--- config.mk ---
export PLATFORM = sky130hd
export DESIGN_NAME = wdat_guard
export DESIGN_NICKNAME = d
export VERILOG_FILES = /design/src/verilog/wdat_pkg.sv /design/src/verilog/wdat_guard.sv
export SDC_FILE = /design/constraint.sdc
export NUM_CORES = 1
export LEC_CHECK = 0
export BUFFER_PORTS_ARGS = -buffer_cell sky130_fd_sc_hd__buf_2
export CAP_MARGIN = 40
export CELL_PAD_IN_SITES_DETAIL_PLACEMENT = 0
export CELL_PAD_IN_SITES_GLOBAL_PLACEMENT = 1
export CORE_UTILIZATION = 38
export CTS_BUF_LIST = sky130_fd_sc_hd__clkbuf_16
export DETAILED_ROUTE_END_ITERATION = 6
export PLACE_DENSITY_LB_ADDON = 0.1
export SKIP_CTS_REPAIR_TIMING = 1
export SYNTH_ARGS = -nofsm -noshare
export SYNTH_HDL_FRONTEND = slang
export SYNTH_SLANG_ARGS = --single-unit
--- constraint.sdc ---
create_clock -name clk -period 4 [get_ports clk]
set_clock_uncertainty 0.2 [all_clocks]
set_input_delay 0.4 -clock clk [delete_from_list [all_inputs] [get_ports clk]]
set_output_delay 0.4 -clock clk [all_outputs]
set_load 0.01 [all_outputs]
--- src/verilog/wdat_pkg.sv ---
// constants and state type of the watchdog and address-trap block
package wdat_pkg;
   // register byte offsets on the bus
   localparam logic [7:0] OFF_CTRL_A = 8'h00;
   localparam logic [7:0] OFF_CMD_B  = 8'h04;
   localparam logic [7:0] OFF_STATUS = 8'h08;
   // field positions of guard_control_reg_a
   localparam int POS_OVF_SEL    = 0;
   localparam int POS_PERIOD     = 1;
   localparam int POS_EN_BIT     = 3;
   localparam int POS_TRAP_ACT   = 4;
   localparam int POS_TRAP_EN    = 5;
   // reset values
   localparam logic       RST_OVF_SEL  = 1'b1;
   localparam logic [1:0] RST_PERIOD   = 2'h0;
   localparam logic       RST_EN_BIT   = 1'b1;
   localparam logic       RST_TRAP_ACT = 1'b1;
   localparam logic       RST_TRAP_EN  = 1'b1;
   // command codes of guard_command_reg_b
   localparam logic [7:0] CODE_CLEAR   = 8'h4E;
   localparam logic [7:0] CODE_DISABLE = 8'hB1;
   localparam logic [7:0] CODE_ARM     = 8'hD2;
   // bus responses
   localparam logic [1:0] RESP_OKAY   = 2'h0;
   localparam logic [1:0] RESP_SLVERR = 2'h2;
   // reset request length, in high-frequency clock periods
   localparam int         RST_FC_PERIODS = 24;
   localparam logic [4:0] RST_CYCLES     = 5'(RST_FC_PERIODS);
   // divider width: largest tick interval is 2**23 cycles
   localparam int DIV_W = 24;

   typedef struct packed {
      logic             aw_full;
      logic [7:0]       aw_addr;
      logic             w_full;
      logic [7:0]       w_data;
      logic             w_en;
      logic             aw_rdy;
      logic             w_rdy;
      logic             ar_rdy;
      logic             bvalid;
      logic [1:0]       bresp;
      logic             rvalid;
      logic [31:0]      rdata;
      logic [1:0]       rresp;
      logic             ovf_sel;
      logic             en_bit;
      logic [1:0]       period;
      logic             trap_act;
      logic             trap_stage;
      logic             trap_live;
      logic             run;
      logic [DIV_W-1:0] div;
      logic [1:0]       bin;
      logic [4:0]       rst_cnt;
      logic             rst_out;
      logic             osc_out;
      logic             wirq;
      logic             tirq;
   } wdat_state_t;
endpackage
--- src/verilog/wdat_guard.sv ---
// watchdog timer with address-trap monitor, AXI4-Lite register slave
// Operation
// enable bit resets to 1, so the watchdog counts right after reset
// software stops it: irq flag off, clear code, enable 0, disable code
// disable code acts only while the enable bit is already 0
// while disabled, the binary counter is held cleared
// clear code clears the binary counter only, not the prescale divider
// period field picks four periods, each a quarter of the one before
// overflow with action select 0 raises the watchdog interrupt
// once action select is 0, writes cannot set it back to 1
// watchdog interrupt is non-maskable, global enable flag ignored
// a new watchdog interrupt preempts any service in progress
// software sets the stack pointer before selecting interrupt output
// overflow with action select 1 raises a hardware reset request
// watchdog or trap reset lasts at most 24 high-frequency periods
// reset in low speed mode 1 restarts the fast oscillator
// watchdog and trap control bits share registers, one write sets both
// new ram trap enable takes effect only after the arm code
// software clears ram trap enable before running code from ram
// fetch from the special register area always traps
// trap with trap action 0 raises the trap interrupt
// trap with trap action 1 raises a hardware reset request
// trap interrupt is non-maskable, global enable flag ignored
// a new trap interrupt preempts any service in progress
// software sets the stack pointer before enabling trap interrupts
// each overflow or trapped fetch issues one request; reset-action overflow and trap in one cycle share one; a reset raised during a reset issues none
//
// The register offsets and the AXI4-Lite register port were decided locally.
`timescale 1ns/1ps
`default_nettype none
module wdat_guard #(
   parameter int          FC_LOG2  = 23,
   parameter int          FS_LOG2  = 15,
   parameter logic [15:0] RAM_BASE = 16'h0040,
   parameter logic [15:0] RAM_LAST = 16'h023F,
   parameter logic [15:0] SFR_BASE = 16'h0000,
   parameter logic [15:0] SFR_LAST = 16'h003F
) (
   input  wire logic        clk,
   input  wire logic        rst,
   input  wire logic        s_axi_awvalid,
   output logic             s_axi_awready,
   input  wire logic [31:0] s_axi_awaddr,
   input  wire logic        s_axi_wvalid,
   output logic             s_axi_wready,
   input  wire logic [31:0] s_axi_wdata,
   input  wire logic [3:0]  s_axi_wstrb,
   output logic             s_axi_bvalid,
   input  wire logic        s_axi_bready,
   output logic [1:0]       s_axi_bresp,
   input  wire logic        s_axi_arvalid,
   output logic             s_axi_arready,
   input  wire logic [31:0] s_axi_araddr,
   output logic             s_axi_rvalid,
   input  wire logic        s_axi_rready,
   output logic [31:0]      s_axi_rdata,
   output logic [1:0]       s_axi_rresp,
   input  wire logic        fs_tick,
   input  wire logic        slow_prescale_sel,
   input  wire logic        low_speed_mode_1,
   input  wire logic        fetch_valid,
   input  wire logic [15:0] fetch_addr,
   output logic             guard_overflow_irq,
   output logic             fetch_trap_irq,
   output logic             sys_reset_req,
   output logic             hf_osc_restart
);
   wdat_pkg::wdat_state_t s;
   wdat_pkg::wdat_state_t n;

   logic       wr_go;
   logic       wr_a;
   logic       wr_b;
   logic       use_fs;
   logic       src_en;
   logic [4:0] lg;
   logic       tick;
   logic       clr_cmd;
   logic       ovf;
   logic       hit_sfr;
   logic       hit_ram;
   logic       trap;
   logic       start_rst;

   // true once every divider bit below lg is one
   function automatic logic tick_hit(input logic [wdat_pkg::DIV_W-1:0] d,
                                     input logic [4:0] l);
      logic [wdat_pkg::DIV_W-1:0] m;
      m = ~({wdat_pkg::DIV_W{1'b1}} << l);
      return (d & m) == m;
   endfunction

   function automatic logic in_rng(input logic [15:0] a,
                                   input logic [15:0] lo,
                                   input logic [15:0] hi);
      return (a >= lo) && (a <= hi);
   endfunction

   // write path decode; upper address bits are not decoded
   assign wr_go   = s.aw_full & s.w_full & ~s.bvalid;
   assign wr_a    = wr_go & s.w_en & (s.aw_addr == wdat_pkg::OFF_CTRL_A);
   assign wr_b    = wr_go & s.w_en & (s.aw_addr == wdat_pkg::OFF_CMD_B);
   assign clr_cmd = wr_b & (s.w_data == wdat_pkg::CODE_CLEAR);

   // prescale source: slow clock ticks in low speed or when selected
   assign use_fs = low_speed_mode_1 | slow_prescale_sel;
   assign src_en = use_fs ? fs_tick : 1'b1;
   // each period code divides the tick interval by four
   assign lg = use_fs ? 5'(FS_LOG2 - 2 * int'(s.period))
                      : 5'(FC_LOG2 - 2 * int'(s.period));
   assign tick = s.run & src_en & tick_hit(s.div, lg);
   // a clear in the same cycle beats the overflow
   assign ovf = tick & (s.bin == 2'h3) & ~clr_cmd;

   // trap monitor: register area always, ram only when armed
   assign hit_sfr = in_rng(fetch_addr, SFR_BASE, SFR_LAST);
   assign hit_ram = s.trap_live & in_rng(fetch_addr, RAM_BASE, RAM_LAST);
   assign trap    = fetch_valid & (hit_sfr | hit_ram);
   // a request raised while reset is already asserted is absorbed by it
   assign start_rst = ~s.rst_out & ((ovf & s.ovf_sel) | (trap & s.trap_act));

   // next state of the whole block
   always_comb begin
      n      = s;
      n.wirq = 1'b0;
      n.tirq = 1'b0;
      n.osc_out = 1'b0;
      // bus: take address and data independently
      if (s.aw_rdy && s_axi_awvalid) begin
         n.aw_full = 1'b1;
         n.aw_addr = s_axi_awaddr[7:0];
      end
      if (s.w_rdy && s_axi_wvalid) begin
         n.w_full = 1'b1;
         n.w_data = s_axi_wdata[7:0];
         n.w_en   = s_axi_wstrb[0];
      end
      if (s.bvalid && s_axi_bready) begin
         n.bvalid = 1'b0;
      end
      if (wr_go) begin
         n.aw_full = 1'b0;
         n.w_full  = 1'b0;
         n.bvalid  = 1'b1;
         if (s.aw_addr == wdat_pkg::OFF_CTRL_A ||
             s.aw_addr == wdat_pkg::OFF_CMD_B ||
             s.aw_addr == wdat_pkg::OFF_STATUS) begin
            n.bresp = wdat_pkg::RESP_OKAY;
         end else begin
            n.bresp = wdat_pkg::RESP_SLVERR;
         end
      end
      // one write sets watchdog and trap fields together
      if (wr_a) begin
         n.ovf_sel    = s.ovf_sel & s.w_data[wdat_pkg::POS_OVF_SEL];
         n.period     = s.w_data[wdat_pkg::POS_PERIOD +: 2];
         n.en_bit     = s.w_data[wdat_pkg::POS_EN_BIT];
         n.trap_act   = s.w_data[wdat_pkg::POS_TRAP_ACT];
         n.trap_stage = s.w_data[wdat_pkg::POS_TRAP_EN];
         if (s.w_data[wdat_pkg::POS_EN_BIT]) begin
            n.run = 1'b1;
         end
      end
      // commands
      if (wr_b && s.w_data == wdat_pkg::CODE_DISABLE && !s.en_bit) begin
         n.run = 1'b0;
      end
      if (wr_b && s.w_data == wdat_pkg::CODE_ARM) begin
         n.trap_live = s.trap_stage;
      end
      // read channel; control registers are write-only and read zero
      if (s.rvalid && s_axi_rready) begin
         n.rvalid = 1'b0;
      end
      if (s.ar_rdy && s_axi_arvalid) begin
         n.rvalid = 1'b1;
         n.rdata  = 32'h0000_0000;
         n.rresp  = wdat_pkg::RESP_OKAY;
         unique case (s_axi_araddr[7:0])
            wdat_pkg::OFF_CTRL_A, wdat_pkg::OFF_CMD_B: begin
               n.rdata = 32'h0000_0000;
            end
            wdat_pkg::OFF_STATUS: begin
               n.rdata = {21'h0, s.rst_out, s.bin, s.run, s.trap_live,
                          s.trap_stage, s.trap_act, s.en_bit, s.period,
                          s.ovf_sel};
            end
            default: begin
               n.rresp = wdat_pkg::RESP_SLVERR;
            end
         endcase
      end
      n.aw_rdy = ~n.aw_full;
      n.w_rdy  = ~n.w_full;
      n.ar_rdy = ~n.rvalid;
      // divider runs free; clear code leaves it alone, hence 3/4 periods
      if (src_en) begin
         n.div = s.div + 1'b1;
      end
      // an honoured disable clears at once, so no stale count survives
      if (!s.run || !n.run || clr_cmd) begin
         n.bin = 2'h0;
      end else if (tick) begin
         n.bin = s.bin + 2'h1;
      end
      // one pulse per event, never gated by the cpu irq enable flag
      n.wirq = ovf & ~s.ovf_sel;
      n.tirq = trap & ~s.trap_act;
      // reset request of fixed length in fast clock periods
      if (start_rst) begin
         n.rst_cnt = wdat_pkg::RST_CYCLES;
         n.osc_out = low_speed_mode_1;
      end else if (s.rst_cnt != 5'h0) begin
         n.rst_cnt = s.rst_cnt - 5'h1;
      end
      n.rst_out = n.rst_cnt != 5'h0;
   end

   // state register
   always_ff @(posedge clk or posedge rst) begin
      if (rst) begin
         s            <= '0;
         s.aw_rdy     <= 1'b1;
         s.w_rdy      <= 1'b1;
         s.ar_rdy     <= 1'b1;
         s.ovf_sel    <= wdat_pkg::RST_OVF_SEL;
         s.period     <= wdat_pkg::RST_PERIOD;
         s.en_bit     <= wdat_pkg::RST_EN_BIT;
         s.run        <= wdat_pkg::RST_EN_BIT;
         s.trap_act   <= wdat_pkg::RST_TRAP_ACT;
         s.trap_stage <= wdat_pkg::RST_TRAP_EN;
         s.trap_live  <= wdat_pkg::RST_TRAP_EN;
      end else begin
         s <= n;
      end
   end

   // outputs straight from the state flops
   assign s_axi_awready      = s.aw_rdy;
   assign s_axi_wready       = s.w_rdy;
   assign s_axi_bvalid       = s.bvalid;
   assign s_axi_bresp        = s.bresp;
   assign s_axi_arready      = s.ar_rdy;
   assign s_axi_rvalid       = s.rvalid;
   assign s_axi_rdata        = s.rdata;
   assign s_axi_rresp        = s.rresp;
   assign guard_overflow_irq = s.wirq;
   assign fetch_trap_irq     = s.tirq;
   assign sys_reset_req      = s.rst_out;
   assign hf_osc_restart     = s.osc_out;

   // length of the current reset request, for checking only
   logic [5:0] a_len_q;
   always_ff @(posedge clk or posedge rst) begin
      if (rst) begin
         a_len_q <= 6'h0;
      end else if (s.rst_out) begin
         a_len_q <= a_len_q + 6'h1;
      end else begin
         a_len_q <= 6'h0;
      end
   end

   a_rst_length: assert property (@(posedge clk) disable iff (rst)
      $fell(s.rst_out) |-> $past(a_len_q) == 6'd23)
      else $error("reset request not 24 cycles long");
   a_rst_bound: assert property (@(posedge clk) disable iff (rst)
      s.rst_out |-> a_len_q < 6'd24)
      else $error("reset request too long");
   a_off_clears: assert property (@(posedge clk) disable iff (rst)
      !s.run |-> s.bin == 2'h0)
      else $error("counter moves while disabled");
   a_disable_ignored: assert property (@(posedge clk) disable iff (rst)
      (wr_b && s.w_data == wdat_pkg::CODE_DISABLE && s.en_bit) |=> s.run)
      else $error("disable honoured with enable bit set");
   a_action_locked: assert property (@(posedge clk) disable iff (rst)
      !s.ovf_sel |=> !s.ovf_sel)
      else $error("overflow action returned to reset");
   a_ovf_irq: assert property (@(posedge clk) disable iff (rst)
      (ovf && !s.ovf_sel) |=> guard_overflow_irq ##1 !guard_overflow_irq)
      else $error("overflow interrupt missing or repeated");
   a_ovf_reset: assert property (@(posedge clk) disable iff (rst)
      (ovf && s.ovf_sel && !s.rst_out) |=> sys_reset_req && !guard_overflow_irq)
      else $error("overflow reset missing");
   a_sfr_trap: assert property (@(posedge clk) disable iff (rst)
      (fetch_valid && hit_sfr && !s.trap_act) |=> fetch_trap_irq)
      else $error("register area fetch did not trap");
   a_trap_reset: assert property (@(posedge clk) disable iff (rst)
      (trap && s.trap_act && !s.rst_out) |=> sys_reset_req[*8])
      else $error("trap reset missing");
   a_ram_unarmed: assert property (@(posedge clk) disable iff (rst)
      (fetch_valid && !hit_sfr && !s.trap_live) |=> !fetch_trap_irq)
      else $error("ram fetch trapped while unarmed");
   a_osc_restart: assert property (@(posedge clk) disable iff (rst)
      (start_rst && low_speed_mode_1) |=> hf_osc_restart && sys_reset_req)
      else $error("oscillator restart missing");
   a_clear_bin: assert property (@(posedge clk) disable iff (rst)
      clr_cmd |=> s.bin == 2'h0 && s.div == $past(s.div) + 24'h1
                  || !$past(src_en))
      else $error("clear code misbehaved");
   // event outputs, trap arming, run control, counter hold and field updates
   a_irq_cause: assert property (@(posedge clk) disable iff (rst)
      guard_overflow_irq |-> $past(ovf) && !$past(s.ovf_sel))
      else $error("watchdog interrupt without overflow");
   a_trap_cause: assert property (@(posedge clk) disable iff (rst)
      fetch_trap_irq |-> $past(trap) && !$past(s.trap_act))
      else $error("trap interrupt without trapped fetch");
   a_arm_copy: assert property (@(posedge clk) disable iff (rst)
      (wr_b && s.w_data == wdat_pkg::CODE_ARM) |=>
         s.trap_live == $past(s.trap_stage))
      else $error("arm code did not copy ram trap enable");
   a_live_hold: assert property (@(posedge clk) disable iff (rst)
      !(wr_b && s.w_data == wdat_pkg::CODE_ARM) |=> $stable(s.trap_live))
      else $error("ram trap enable changed without arm code");
   a_enable_run: assert property (@(posedge clk) disable iff (rst)
      (wr_a && s.w_data[wdat_pkg::POS_EN_BIT]) |=> s.run)
      else $error("enable write did not start counting");
   a_disable_run: assert property (@(posedge clk) disable iff (rst)
      (wr_b && s.w_data == wdat_pkg::CODE_DISABLE && !s.en_bit) |=>
         !s.run && s.bin == 2'h0)
      else $error("honoured disable did not stop and clear");
   a_bin_steady: assert property (@(posedge clk) disable iff (rst)
      (s.run && n.run && !clr_cmd && !tick) |=> $stable(s.bin))
      else $error("binary counter moved without a tick");
   a_write_fields: assert property (@(posedge clk) disable iff (rst)
      wr_a |=> s.period == $past(s.w_data[wdat_pkg::POS_PERIOD +: 2]) &&
               s.trap_act == $past(s.w_data[wdat_pkg::POS_TRAP_ACT]))
      else $error("control write did not set both field groups");
   a_ram_trap: assert property (@(posedge clk) disable iff (rst)
      (fetch_valid && hit_ram && !s.trap_act) |=> fetch_trap_irq)
      else $error("armed ram fetch did not trap");
   a_trap_quiet: assert property (@(posedge clk) disable iff (rst)
      (trap && s.trap_act) |=> !fetch_trap_irq)
      else $error("trap in reset mode raised an interrupt");
   a_osc_single: assert property (@(posedge clk) disable iff (rst)
      hf_osc_restart |=> !hf_osc_restart)
      else $error("oscillator restart longer than one cycle");
   a_osc_cause: assert property (@(posedge clk) disable iff (rst)
      hf_osc_restart |-> sys_reset_req)
      else $error("oscillator restart without reset request");
   a_osc_fast: assert property (@(posedge clk) disable iff (rst)
      (start_rst && !low_speed_mode_1) |=> !hf_osc_restart)
      else $error("oscillator restart outside low speed mode");
endmodule
`default_nettype wire

==> results of run 1 <==
-- worst max-delay path by stage --
stage	from	to	slack (ns)	cells past startpoint
after detailed placement	s[101]	s[39]	1.79	4
after global placement	s[101]	s[40]	1.82	4
after floorplan	rst	fetch_trap_irq	1.39	1
after CTS	s[101]	s[40]	1.78	4
final	s[101]	sys_reset_req	1.81	5
after global routing	s[101]	s[40]	1.62	4
-- state kept, by name, indices dropped and copies added (netlist names) --
register,cells
s_axi_bresp,1
s_axi_bvalid,1
s_axi_arready,1
s_axi_wready,1
s_axi_awready,1
s_axi_rvalid,1
fetch_trap_irq,1
guard_overflow_irq,1
hf_osc_restart,1
s,57
s_axi_rdata,11
s_axi_rresp,1
sys_reset_req,1
-- logic make-up after synthesis --
group / count (synthesis) / share of synthesized area [%]
DFF: 79 / 52.67
adders and majority gates: 4 / 1.326
muxes: 22 / 6.563
AOI/OAI and AO/OA: 46 / 8.353
and+or+nand+nor: 107 / 16.08
xor gates and xnor gates: 24 / 5.568
buffers and inverters: 57 / 9.347
other: 1 / 0.09934
-- final cells by class --
class	count	area, um2	share of cell area (%)
sequential	79	1988	45.31
clock inverter	7	50.05	1.141
timing repair buffer	71	380.4	8.668
tap	133	166.4	3.792
inverter	16	61.31	1.397
multi-input combinational	226	1516	34.56
clock buffer	9	225.2	5.133
-- per-layer routing --
metal,share of wire [%],vias to the layer above,routed length [um],GRT usage (%)
met1,49,1208,3463,20.68
met3,5.6,9,396,3.520
met4,1.3,0,92,6.355
met2,44,73,3130,22.82
li1,-,1261,-,-
met5,0,-,0,0
-- placed cells by master (no fill, tap or decap), types with 11 or more instances in the layout --
master / count
sky130_fd_sc_hd__conb_1: 23
sky130_fd_sc_hd__dfrtp_1: 70
sky130_fd_sc_hd__nand2_1: 32
sky130_fd_sc_hd__buf_2: 67
sky130_fd_sc_hd__mux2_2: 22
sky130_fd_sc_hd__nor2_1: 16
sky130_fd_sc_hd__a21oi_1: 12
sky130_fd_sc_hd__a22o_1: 11
sky130_fd_sc_hd__inv_1: 15
sky130_fd_sc_hd__o21ai_0: 11
sky130_fd_sc_hd__xnor2_1: 17
-- per-stage QoR --
stage / utilization [%] / power, W
final: 45.31 / 0.002436
after global routing: 45.31 / 0.002613
after CTS: 45.21 / 0.002477
after detailed placement: 42.36 / 0.001722
after global placement: 42.16 / 0.001706
after floorplan: - / 0.001586
-- Yosys cell counts (all sizes together) --
library cell / instances / area, um2
or3: 3 / 18.77
a41o: 1 / 10.01
o21bai: 1 / 7.510
nor4b: 1 / 8.760
and3: 6 / 37.54
mux2: 22 / 247.7
nor3: 9 / 45.04
inv: 16 / 60.06
nand2b: 4 / 25.02
xor2: 7 / 61.31
nor3b: 2 / 15.01
dfstp: 9 / 236.5
o21ai: 11 / 55.05
nor2b: 2 / 12.51
o2111ai: 1 / 8.760
a21boi: 1 / 7.510
dfrtp: 70 / 1752
nand3b: 1 / 7.510
ha: 4 / 50.05
and4b: 1 / 10.01
nand3: 8 / 40.04
a22o: 11 / 96.34
and4: 3 / 26.28
a21oi: 12 / 60.06
o32a: 1 / 10.01
nand4bb: 1 / 11.26
nor4: 7 / 88.83
o21ba: 1 / 16.27
nor4bb: 3 / 30.03
nor2: 16 / 60.06
nand2: 32 / 120.1
clkbuf: 4 / 15.01
a31oi: 3 / 18.77
conb: 1 / 3.750
nand4: 5 / 31.28
o211ai: 1 / 7.510
xnor2: 17 / 148.9
a41oi: 1 / 8.760
and2: 3 / 18.77
buf: 37 / 277.8
o32ai: 1 / 8.760
-- power by group through the flow --
stage | Combinational, W | Sequential [W] | Clock, W
finish | 0.000525 | 0.00117 | 0.000737
global route | 0.000602 | 0.00121 | 0.000802
CTS | 0.000536 | 0.00118 | 0.000764
detailed placement | 0.000533 | 0.00119 | 0
global placement | 0.000519 | 0.00119 | 0
floorplan | 0.000436 | 0.00115 | 0
==> results.sh, run 1 <==
export IMPL_power_report_internal_total_w=0.001689
export IMPL_outcome="complete, no violations"
export IMPL_dieHeight_um=101.7
export IMPL_grt_usage_pct=15.05
export IMPL_hold_path_class="in2reg"
export IMPL_final_min_clock_period_ns=2.190
export IMPL_dieArea_mm2=0.01034
export IMPL_cts_tree="yes"
export IMPL_critical_path_startpoint_type="register"
export IMPL_critical_path_max_stage_delay_ns=0.45
export IMPL_powerDensity_mw_per_mm2=555.1
export IMPL_seq_area_frac_synth_pct=52.67
export IMPL_placeableCoreArea_mm2=0.009684
export IMPL_final_layout_size_suffix_gt1_share_pct=29.41
export IMPL_fillCellCount=941
export IMPL_globalRoute_totalOverflow=0
export IMPL_cts_htree_levels=3
export IMPL_final_design_area_no_fill_mm2=0.004388
export IMPL_synthesized_flop_and_latch_total=79
export IMPL_syn_area_per_cell_um2=11.10
export IMPL_grt_first_pass_wirelength_um=11900
export IMPL_detailedPlacementHpwl_um=5216
export IMPL_drt_antenna_violating_nets=0
export IMPL_place_inst=524
export IMPL_required_ns=4.00
export IMPL_p_sw_w=0.0007467
export IMPL_area_growth_pct=16.24
export IMPL_maxSlewViolCount=0
export IMPL_crit_reg2reg_capture="sys_reset_req"
export IMPL_hold_path_depth=2
export IMPL_synthesis_yosys_warnings=0
export IMPL_pin_count_of_the_biggest_net_entering_global_routing=34
export IMPL_number_of_antenna_violations_at_the_first_check_in_global_routing=0
export IMPL_rsz0062_at_grt="false"
export IMPL_clk_root_buffer_cell="sky130_fd_sc_hd__clkbuf_16"
export IMPL_hold_viol_final=0
export IMPL_drc_errors=0
export IMPL_clkPwrFrac_pct=30.3
export IMPL_layout_setup_ws_ns=1.810
export IMPL_power_switching_fraction_pct=30.66
export IMPL_port_buffers=67
export IMPL_worst_path_dominant_cell_family="simple AND/OR/NAND/NOR gates"
export IMPL_instances_no_fill=541
export IMPL_data_arrival_at_the_endpoint_of_the_critical_path_ns=2.19
export IMPL_leakagePower_nw=2.123
export IMPL_dpl_worst_slack_ns=1.790
export IMPL_path_max_fanout=5
export IMPL_setup_tns_final_ns=0
export IMPL_worst_pin_slew_ns=0.5341
export IMPL_setup_violations_final=0
export IMPL_power_frac_seq_pct=48.2
export IMPL_setup_worst_path_class="reg2reg"
export IMPL_yosys_cell_types_count=42
export IMPL_detailed_place_area_mm2=0.004103
export IMPL_drt_total_wl_um=7083
export IMPL_cts_buffers_inserted=9
export IMPL_final_hold_worst_slack_ns=0.04731
export IMPL_max_clock_path_buffers=2
export IMPL_drv_cap=0
export IMPL_num_rows=36
export IMPL_worstPathBufferInverterCount=0
export IMPL_worst_ir_drop_vdd_v=0.0002155
export IMPL_avg_wl_per_cell_um=13.09
export IMPL_top_level_ports=172
export IMPL_clock_sinks=79
export IMPL_die_width_um=101.7
export IMPL_fmax_mhz=456.6
export IMPL_clkTransAtPathRegs_ns=0.06
export IMPL_first_global_vias=2473
export IMPL_timing_critical_path_slowest_stage_cell="sky130_fd_sc_hd__nor4_1"
export IMPL_final_nets=534
export IMPL_slew_limit_headroom_pct=64.35
export IMPL_hold_start="s_axi_bready"
export IMPL_r2r_slack_ns=1.81
export IMPL_combinationalPowerShare_pct=21.5
export IMPL_end_kind="register"
export IMPL_via_count=2551
export IMPL_start_util_pct=38.98
export IMPL_firstDrtPassIters=4
export IMPL_synthCells=340
export IMPL_period_share_pct=54.75
export IMPL_drc_violation_total_after_the_first_tritonroute_iteration=109
export IMPL_hold_path_endpoint="s_axi_bvalid"
export IMPL_gp_congestion=0.7033
export IMPL_worst_r2r_path_depth=5
export IMPL_clk_latency_ns=0.33
export IMPL_timing_critical_path_cells="nor4_1 > and4b_1 > a31oi_1 > a41oi_1 > nand2_1"
export IMPL_antenna_cells=0
export IMPL_post_drt_via_cell_ratio=4.715
export IMPL_synth_area_mm2=0.003775
export IMPL_critical_path_reg2reg_startpoint="s[101]"
Note: power is estimated with default switching activity, not from simulation.
==> run 2: changes to the inputs <==
CORE_UTILIZATION = 35   (was 38)
clock period = 2.2 ns   (was 4 ns; I/O delays follow)
==> results.sh, run 2 (synthesis results as in run 1) <==
export IMPL_register_with_the_most_flip_flops="s"
export IMPL_hold_viol_final=1
export IMPL_worst_ir_drop_vdd_v=0.0004209
export IMPL_post_drt_via_cell_ratio=4.677
export IMPL_critical_path_reg2reg_startpoint="s[101]"
export IMPL_first_global_vias=2500
export IMPL_crit_reg2reg_capture="s[8]"
export IMPL_cts_buffers_inserted=9
export IMPL_drv_cap=0
export IMPL_final_nets=559
export IMPL_pin_count_of_the_biggest_net_entering_global_routing=61
export IMPL_drc_errors=0
export IMPL_placeableCoreArea_mm2=0.01037
export IMPL_cts_tree="yes"
export IMPL_antenna_cells=0
export IMPL_drt_total_wl_um=7303
export IMPL_timing_critical_path_slowest_stage_cell="sky130_fd_sc_hd__dfrtp_1"
export IMPL_port_buffers=67
export IMPL_layout_commonest_cell="sky130_fd_sc_hd__dfrtp_1"
export IMPL_most_common_layout_cells="sky130_fd_sc_hd__dfrtp_1, sky130_fd_sc_hd__buf_2, sky130_fd_sc_hd__nand2_1"
export IMPL_clk_latency_ns=0.33
export IMPL_drt_antenna_violating_nets=0
export IMPL_final_min_clock_period_ns=1.966
export IMPL_dieHeight_um=105.9
export IMPL_detailed_place_area_mm2=0.004146
export IMPL_clkTransAtPathRegs_ns=0.06
export IMPL_globalRoute_totalOverflow=0
export IMPL_rsz0062_at_grt="false"
export IMPL_path_max_fanout=3
export IMPL_critical_path_startpoint_type="register"
export IMPL_max_clock_path_buffers=2
export IMPL_period_share_pct=89.37
export IMPL_detailedPlacementHpwl_um=5226
export IMPL_required_ns=2.20
export IMPL_start_util_pct=36.40
export IMPL_drc_violation_total_after_the_first_tritonroute_iteration=76
export IMPL_critical_path_max_stage_delay_ns=0.37
export IMPL_maxSlewViolCount=0
export IMPL_end_kind="register"
export IMPL_firstDrtPassIters=6
export IMPL_number_of_flip_flops_in_the_largest_register=57
export IMPL_clk_root_buffer_cell="sky130_fd_sc_hd__clkbuf_16"
export IMPL_clock_sinks=79
export IMPL_via_count=2661
export IMPL_grt_usage_pct=13.65
export IMPL_number_of_antenna_violations_at_the_first_check_in_global_routing=0
export IMPL_timing_critical_path_from="s[101]"
export IMPL_outcome="finished with violations"
export IMPL_setup_tns_final_ns=0
export IMPL_fmax_mhz=508.6
export IMPL_gp_congestion=0.6898
export IMPL_num_rows=37
export IMPL_powerDensity_mw_per_mm2=974.2
export IMPL_die_width_um=105.9
export IMPL_area_growth_pct=22.67
export IMPL_setup_violations_final=0
export IMPL_final_design_area_no_fill_mm2=0.004631
export IMPL_worst_r2r_path_depth=5
export IMPL_r2r_slack_ns=0.23
export IMPL_setup_worst_path_class="reg2reg"
export IMPL_top_level_ports=172
export IMPL_final_hold_worst_slack_ns=-0.0004307
export IMPL_cts_htree_levels=3
export IMPL_hold_start="s_axi_araddr[2]"
export IMPL_cp_endpoint="s[8]"
export IMPL_violations="hold timing"
export IMPL_final_layout_size_suffix_gt1_share_pct=29.10
export IMPL_fillCellCount=1029
export IMPL_leakagePower_nw=2.226
export IMPL_hold_path_class="in2reg"
export IMPL_data_arrival_at_the_endpoint_of_the_critical_path_ns=1.97
export IMPL_dieArea_mm2=0.01120
export IMPL_grt_first_pass_wirelength_um=11990
export IMPL_timing_critical_path_cells="nor4_1 > and4b_1 > a31oi_1 > a41oi_1 > nand2_1"
export IMPL_avg_wl_per_cell_um=12.83
run 2: power breakdown:
group / internal (W) / switching (W)
Clock: 0.000763 / 0.000592
Combinational: 0.000528 / 0.000504
Sequential: 0.00183 / 0.000295
run 2: final cells by class:
class	instances	area, um2	share of cell area (%)
Multi-Input combinational cell	226	1516	32.75
Sequential cell	79	1988	42.93
Tap cell	136	170.2	3.675
Clock buffer	9	225.2	4.864
Clock inverter	7	48.80	1.054
Inverter	16	63.81	1.378
Timing Repair Buffer	96	618.1	13.35
run 2: through the flow:
stage / hold slack (ns) / std cells / utilization, % / setup WS [ns] / total power (W)
6_report: -0.0004307 / 569 / 44.65 / 0.2338 / 0.004511
5_1_grt: 0.06138 / 569 / 44.65 / 0.04508 / 0.004807
4_1_cts: -0.2903 / 548 / 42.63 / 0.1696 / 0.004552
3_5_place_dp: 0.06523 / 532 / 39.99 / 0.1769 / 0.003171
3_3_place_gp: 0.06396 / 532 / 39.99 / 0.1980 / 0.003150
2_1_floorplan: 0.1164 / 362 / - / 0.3455 / 0.002884
run 2: critical path, delay by kind of cell (launching register included):
kind               cells  cell delay, ns
DFF                    1            0.37
AOI/OAI and AO/OA      2            0.52
and+or+nand+nor        3            0.76
run 2: worst min path at each step:
stage,endpoint,slack (ns),depth (start not counted)
floorplan,s_axi_bvalid,0.12,1
global placement,s_axi_rdata[5],0.06,2
detailed placement,s_axi_rdata[5],0.07,2
CTS,s_axi_rdata[5],-0.29,2
global route,s_axi_rresp[1],0.06,3
finish,s_axi_rresp[1],-0.0004,3
run 2: metal layers:
layer | share of wire, % | vias to the layer above | track usage (%)
met3 | 4.6 | 11 | 2.659
met5 | 0 | - | 0
met2 | 45 | 73 | 21.48
li1 | - | 1312 | -
met1 | 49 | 1265 | 18.25
met4 | 1.6 | 0 | 5.952
==> run 3: changes to the inputs <==
ABC_AREA = 1   (was not set)
CORE_UTILIZATION = 36   (was 35)
clock period = 2.3 ns   (was 2.2 ns; I/O delays follow)
==> results.sh, run 3 <==
export IMPL_synth_compound_area_share_pct=7.337
export IMPL_hold_path_class="in2reg"
export IMPL_synthesis_yosys_warnings=0
export IMPL_gp_congestion=0.7929
export IMPL_postSynth_asyncResetShare_pct=100.0
export IMPL_port_buffers=67
export IMPL_violations="hold timing"
export IMPL_worst_ir_drop_vdd_v=0.0005128
export IMPL_pin_count_of_the_biggest_net_entering_global_routing=80
export IMPL_layout_commonest_cell="sky130_fd_sc_hd__nand2_1"
export IMPL_synthCells=453
export IMPL_path_max_fanout=5
export IMPL_synth_area_mux_share_pct=0.2563
export IMPL_synth_enable_flop_cells=0
export IMPL_antenna_cells=0
export IMPL_fmax_mhz=524.2
export IMPL_drc_violation_total_after_the_first_tritonroute_iteration=93
export IMPL_worst_path_dominant_cell_family="simple AND/OR/NAND/NOR gates"
export IMPL_grt_usage_pct=15.44
export IMPL_cts_htree_levels=3
export IMPL_first_global_vias=2873
export IMPL_layout_setup_ws_ns=0.3921
export IMPL_commonest_cells_post_synth="sky130_fd_sc_hd__nand2_1, sky130_fd_sc_hd__dfrtp_1, sky130_fd_sc_hd__inv_1"
export IMPL_outcome="finished with violations"
export IMPL_period_share_pct=82.95
export IMPL_dpl_worst_slack_ns=0.3405
export IMPL_max_clock_path_buffers=2
export IMPL_drt_antenna_violating_nets=0
export IMPL_placeableCoreArea_mm2=0.01042
export IMPL_via_count=3016
export IMPL_clkTransAtPathRegs_ns=0.06
export IMPL_timing_critical_path_cells="ha_1 > inv_1 > nor2_1 > nand2_1 > nor2_1 > nand3_2 > nor2_4 > nand3_2 > nand2_1 > nand2_2 > inv_1 > nor2_1"
export IMPL_synth_adder_area_share_pct=1.282
export IMPL_simple_gate_fraction_of_synth_area_pct=21.72
export IMPL_firstDrtPassIters=4
export IMPL_fillCellCount=1084
export IMPL_synth_area_mm2=0.003905
export IMPL_detailed_place_area_mm2=0.004243
export IMPL_hold_viol_final=1
export IMPL_clock_sinks=79
export IMPL_most_common_layout_cells="sky130_fd_sc_hd__nand2_1, sky130_fd_sc_hd__dfrtp_1, sky130_fd_sc_hd__buf_2"
export IMPL_area_growth_pct=22.27
export IMPL_maxSlewViolCount=0
export IMPL_synth_xor_area_share_pct=4.934
export IMPL_drv_cap=0
export IMPL_setup_tns_final_ns=0
export IMPL_top_level_ports=172
export IMPL_post_drt_via_cell_ratio=4.455
export IMPL_cts_buffers_inserted=9
export IMPL_register_with_the_most_flip_flops="s"
export IMPL_number_of_antenna_violations_at_the_first_check_in_global_routing=0
export IMPL_syn_area_per_cell_um2=8.620
export IMPL_num_rows=37
export IMPL_powerDensity_mw_per_mm2=962.6
export IMPL_required_ns=2.32
export IMPL_critical_path_max_stage_delay_ns=0.42
export IMPL_netlist_area_leader_share_pct=44.86
export IMPL_synth_most_common_cell="sky130_fd_sc_hd__nand2_1"
export IMPL_drc_errors=0
export IMPL_synth_area_leaders="sky130_fd_sc_hd__dfrtp_1, sky130_fd_sc_hd__nand2_1, sky130_fd_sc_hd__buf_4"
export IMPL_yosys_cell_types_count=34
export IMPL_data_arrival_at_the_endpoint_of_the_critical_path_ns=1.92
export IMPL_setup_worst_path_class="reg2reg"
export IMPL_clk_root_buffer_cell="sky130_fd_sc_hd__clkbuf_16"
export IMPL_end_kind="register"
export IMPL_setup_violations_final=0
export IMPL_final_design_area_no_fill_mm2=0.004775
export IMPL_seq_area_frac_synth_pct=50.91
export IMPL_cts_tree="yes"
export IMPL_synthesized_flop_and_latch_total=79
export IMPL_critical_path_startpoint_type="register"
export IMPL_final_nets=667
export IMPL_final_min_clock_period_ns=1.908
export IMPL_dieHeight_um=106.2
export IMPL_critical_path_most_common_cell="sky130_fd_sc_hd__nor2_1"
export IMPL_multi_input_comb_area_mm2=0.001474
export IMPL_die_width_um=106.2
export IMPL_rsz0062_at_grt="false"
export IMPL_drt_total_wl_um=8096
export IMPL_clk_latency_ns=0.33
export IMPL_sequential_cell_area_mm2=0.001988
export IMPL_post_synthesis_cell_type_with_the_largest_combined_area="sky130_fd_sc_hd__dfrtp_1"
export IMPL_globalRoute_totalOverflow=0
export IMPL_ys_flop_type="sky130_fd_sc_hd__dfrtp_1"
export IMPL_leakagePower_nw=2.416
export IMPL_final_hold_worst_slack_ns=-0.007365
export IMPL_dieArea_mm2=0.01127
export IMPL_start_util_pct=37.49
export IMPL_final_layout_size_suffix_gt1_share_pct=20.70
export IMPL_timing_critical_path_slowest_stage_cell="sky130_fd_sc_hd__dfrtp_1"
export IMPL_number_of_flip_flops_in_the_largest_register=57
export IMPL_grt_first_pass_wirelength_um=13580
export IMPL_worstPathBufferInverterCount=2
export IMPL_detailedPlacementHpwl_um=5814
export IMPL_dominant_combinational_cell_family_by_area_after_synthesis="simple AND/OR/NAND/NOR gates"
export IMPL_avg_wl_per_cell_um=11.96
[run 3: changes by cell type in the layout (fill, tap and decap cells not counted), sizes merged, moves of 6 or more]
cell,delta
o21ai,+21
nand2,+67
xor2,+6
nor2,+36
and3,-6
a22o,-11
xnor2,-8
mux2,-22
nand4,+7
o31ai,+6
inv,+47
[run 3: worst min-delay path: cells and delay by family]
family	cells	cell delay, ns
AO/OA/AOI/OAI	1	0.13
buffers and inverters	1	0.08
AND/OR/NAND/NOR	1	0.05
[run 3: per-stage QoR]
stage / hold WS (ns) / instances / total power, W / util (%)
5_1_grt: 0.02470 / 677 / 0.004934 / 45.84
6_report: -0.007365 / 677 / 0.004596 / 45.84
2_1_floorplan: 0.1264 / 475 / 0.002787 / -
3_3_place_gp: 0.1863 / 640 / 0.003050 / 40.73
3_5_place_dp: 0.1849 / 640 / 0.003073 / 40.73
4_1_cts: -0.1711 / 656 / 0.004636 / 43.82
[run 3: power by group]
group | switching, W | internal [W]
Sequential | 0.000219 | 0.00176
Combinational | 0.000666 | 0.000418
Clock | 0.000578 | 0.000954
[run 3: cells by family (layout without fill, tap and decap cells)]
family / count (synthesis) / after routing
AOI/OAI and AO/OA: 52 / 52
xor gates and xnor gates: 22 / 22
adders and majority gates: 4 / 4
buffers and inverters: 104 / 170
DFF: 79 / 79
muxes: 1 / 1
other: 1 / 23
and+or+nand+nor: 190 / 190
[run 3: path summary, 6_finish.rpt]
path / startpoint / endpoint / slack [ns] / depth (start not counted)
max: s[11] / s[4] / 0.39 / 12
min: s_axi_araddr[6] / s_axi_rresp[1] / -0.007 / 3
max reg2reg: s[11] / s[4] / 0.39 / 12
min reg2reg: s_axi_rvalid / s_axi_arready / 0.23 / 1
max in group asynchronous: rst / s[36] / 1.19 / 4
min in group asynchronous: rst / s[101] / 0.35 / 4
[run 3: cell type report]
cell class | instances | area share, %
Tap cell | 136 | 3.564
Sequential cell | 79 | 41.64
Multi-Input combinational cell | 292 | 30.87
Timing Repair Buffer | 91 | 12.16
Clock buffer | 9 | 4.717
Clock inverter | 7 | 2.018
Inverter | 63 | 5.031
[run 3: per-layer routing]
metal	global-route usage [%]	wire length, um
met1	21.70	4045
met2	23.05	3592
met3	3.679	368
met4	5.655	90
met5	0	0
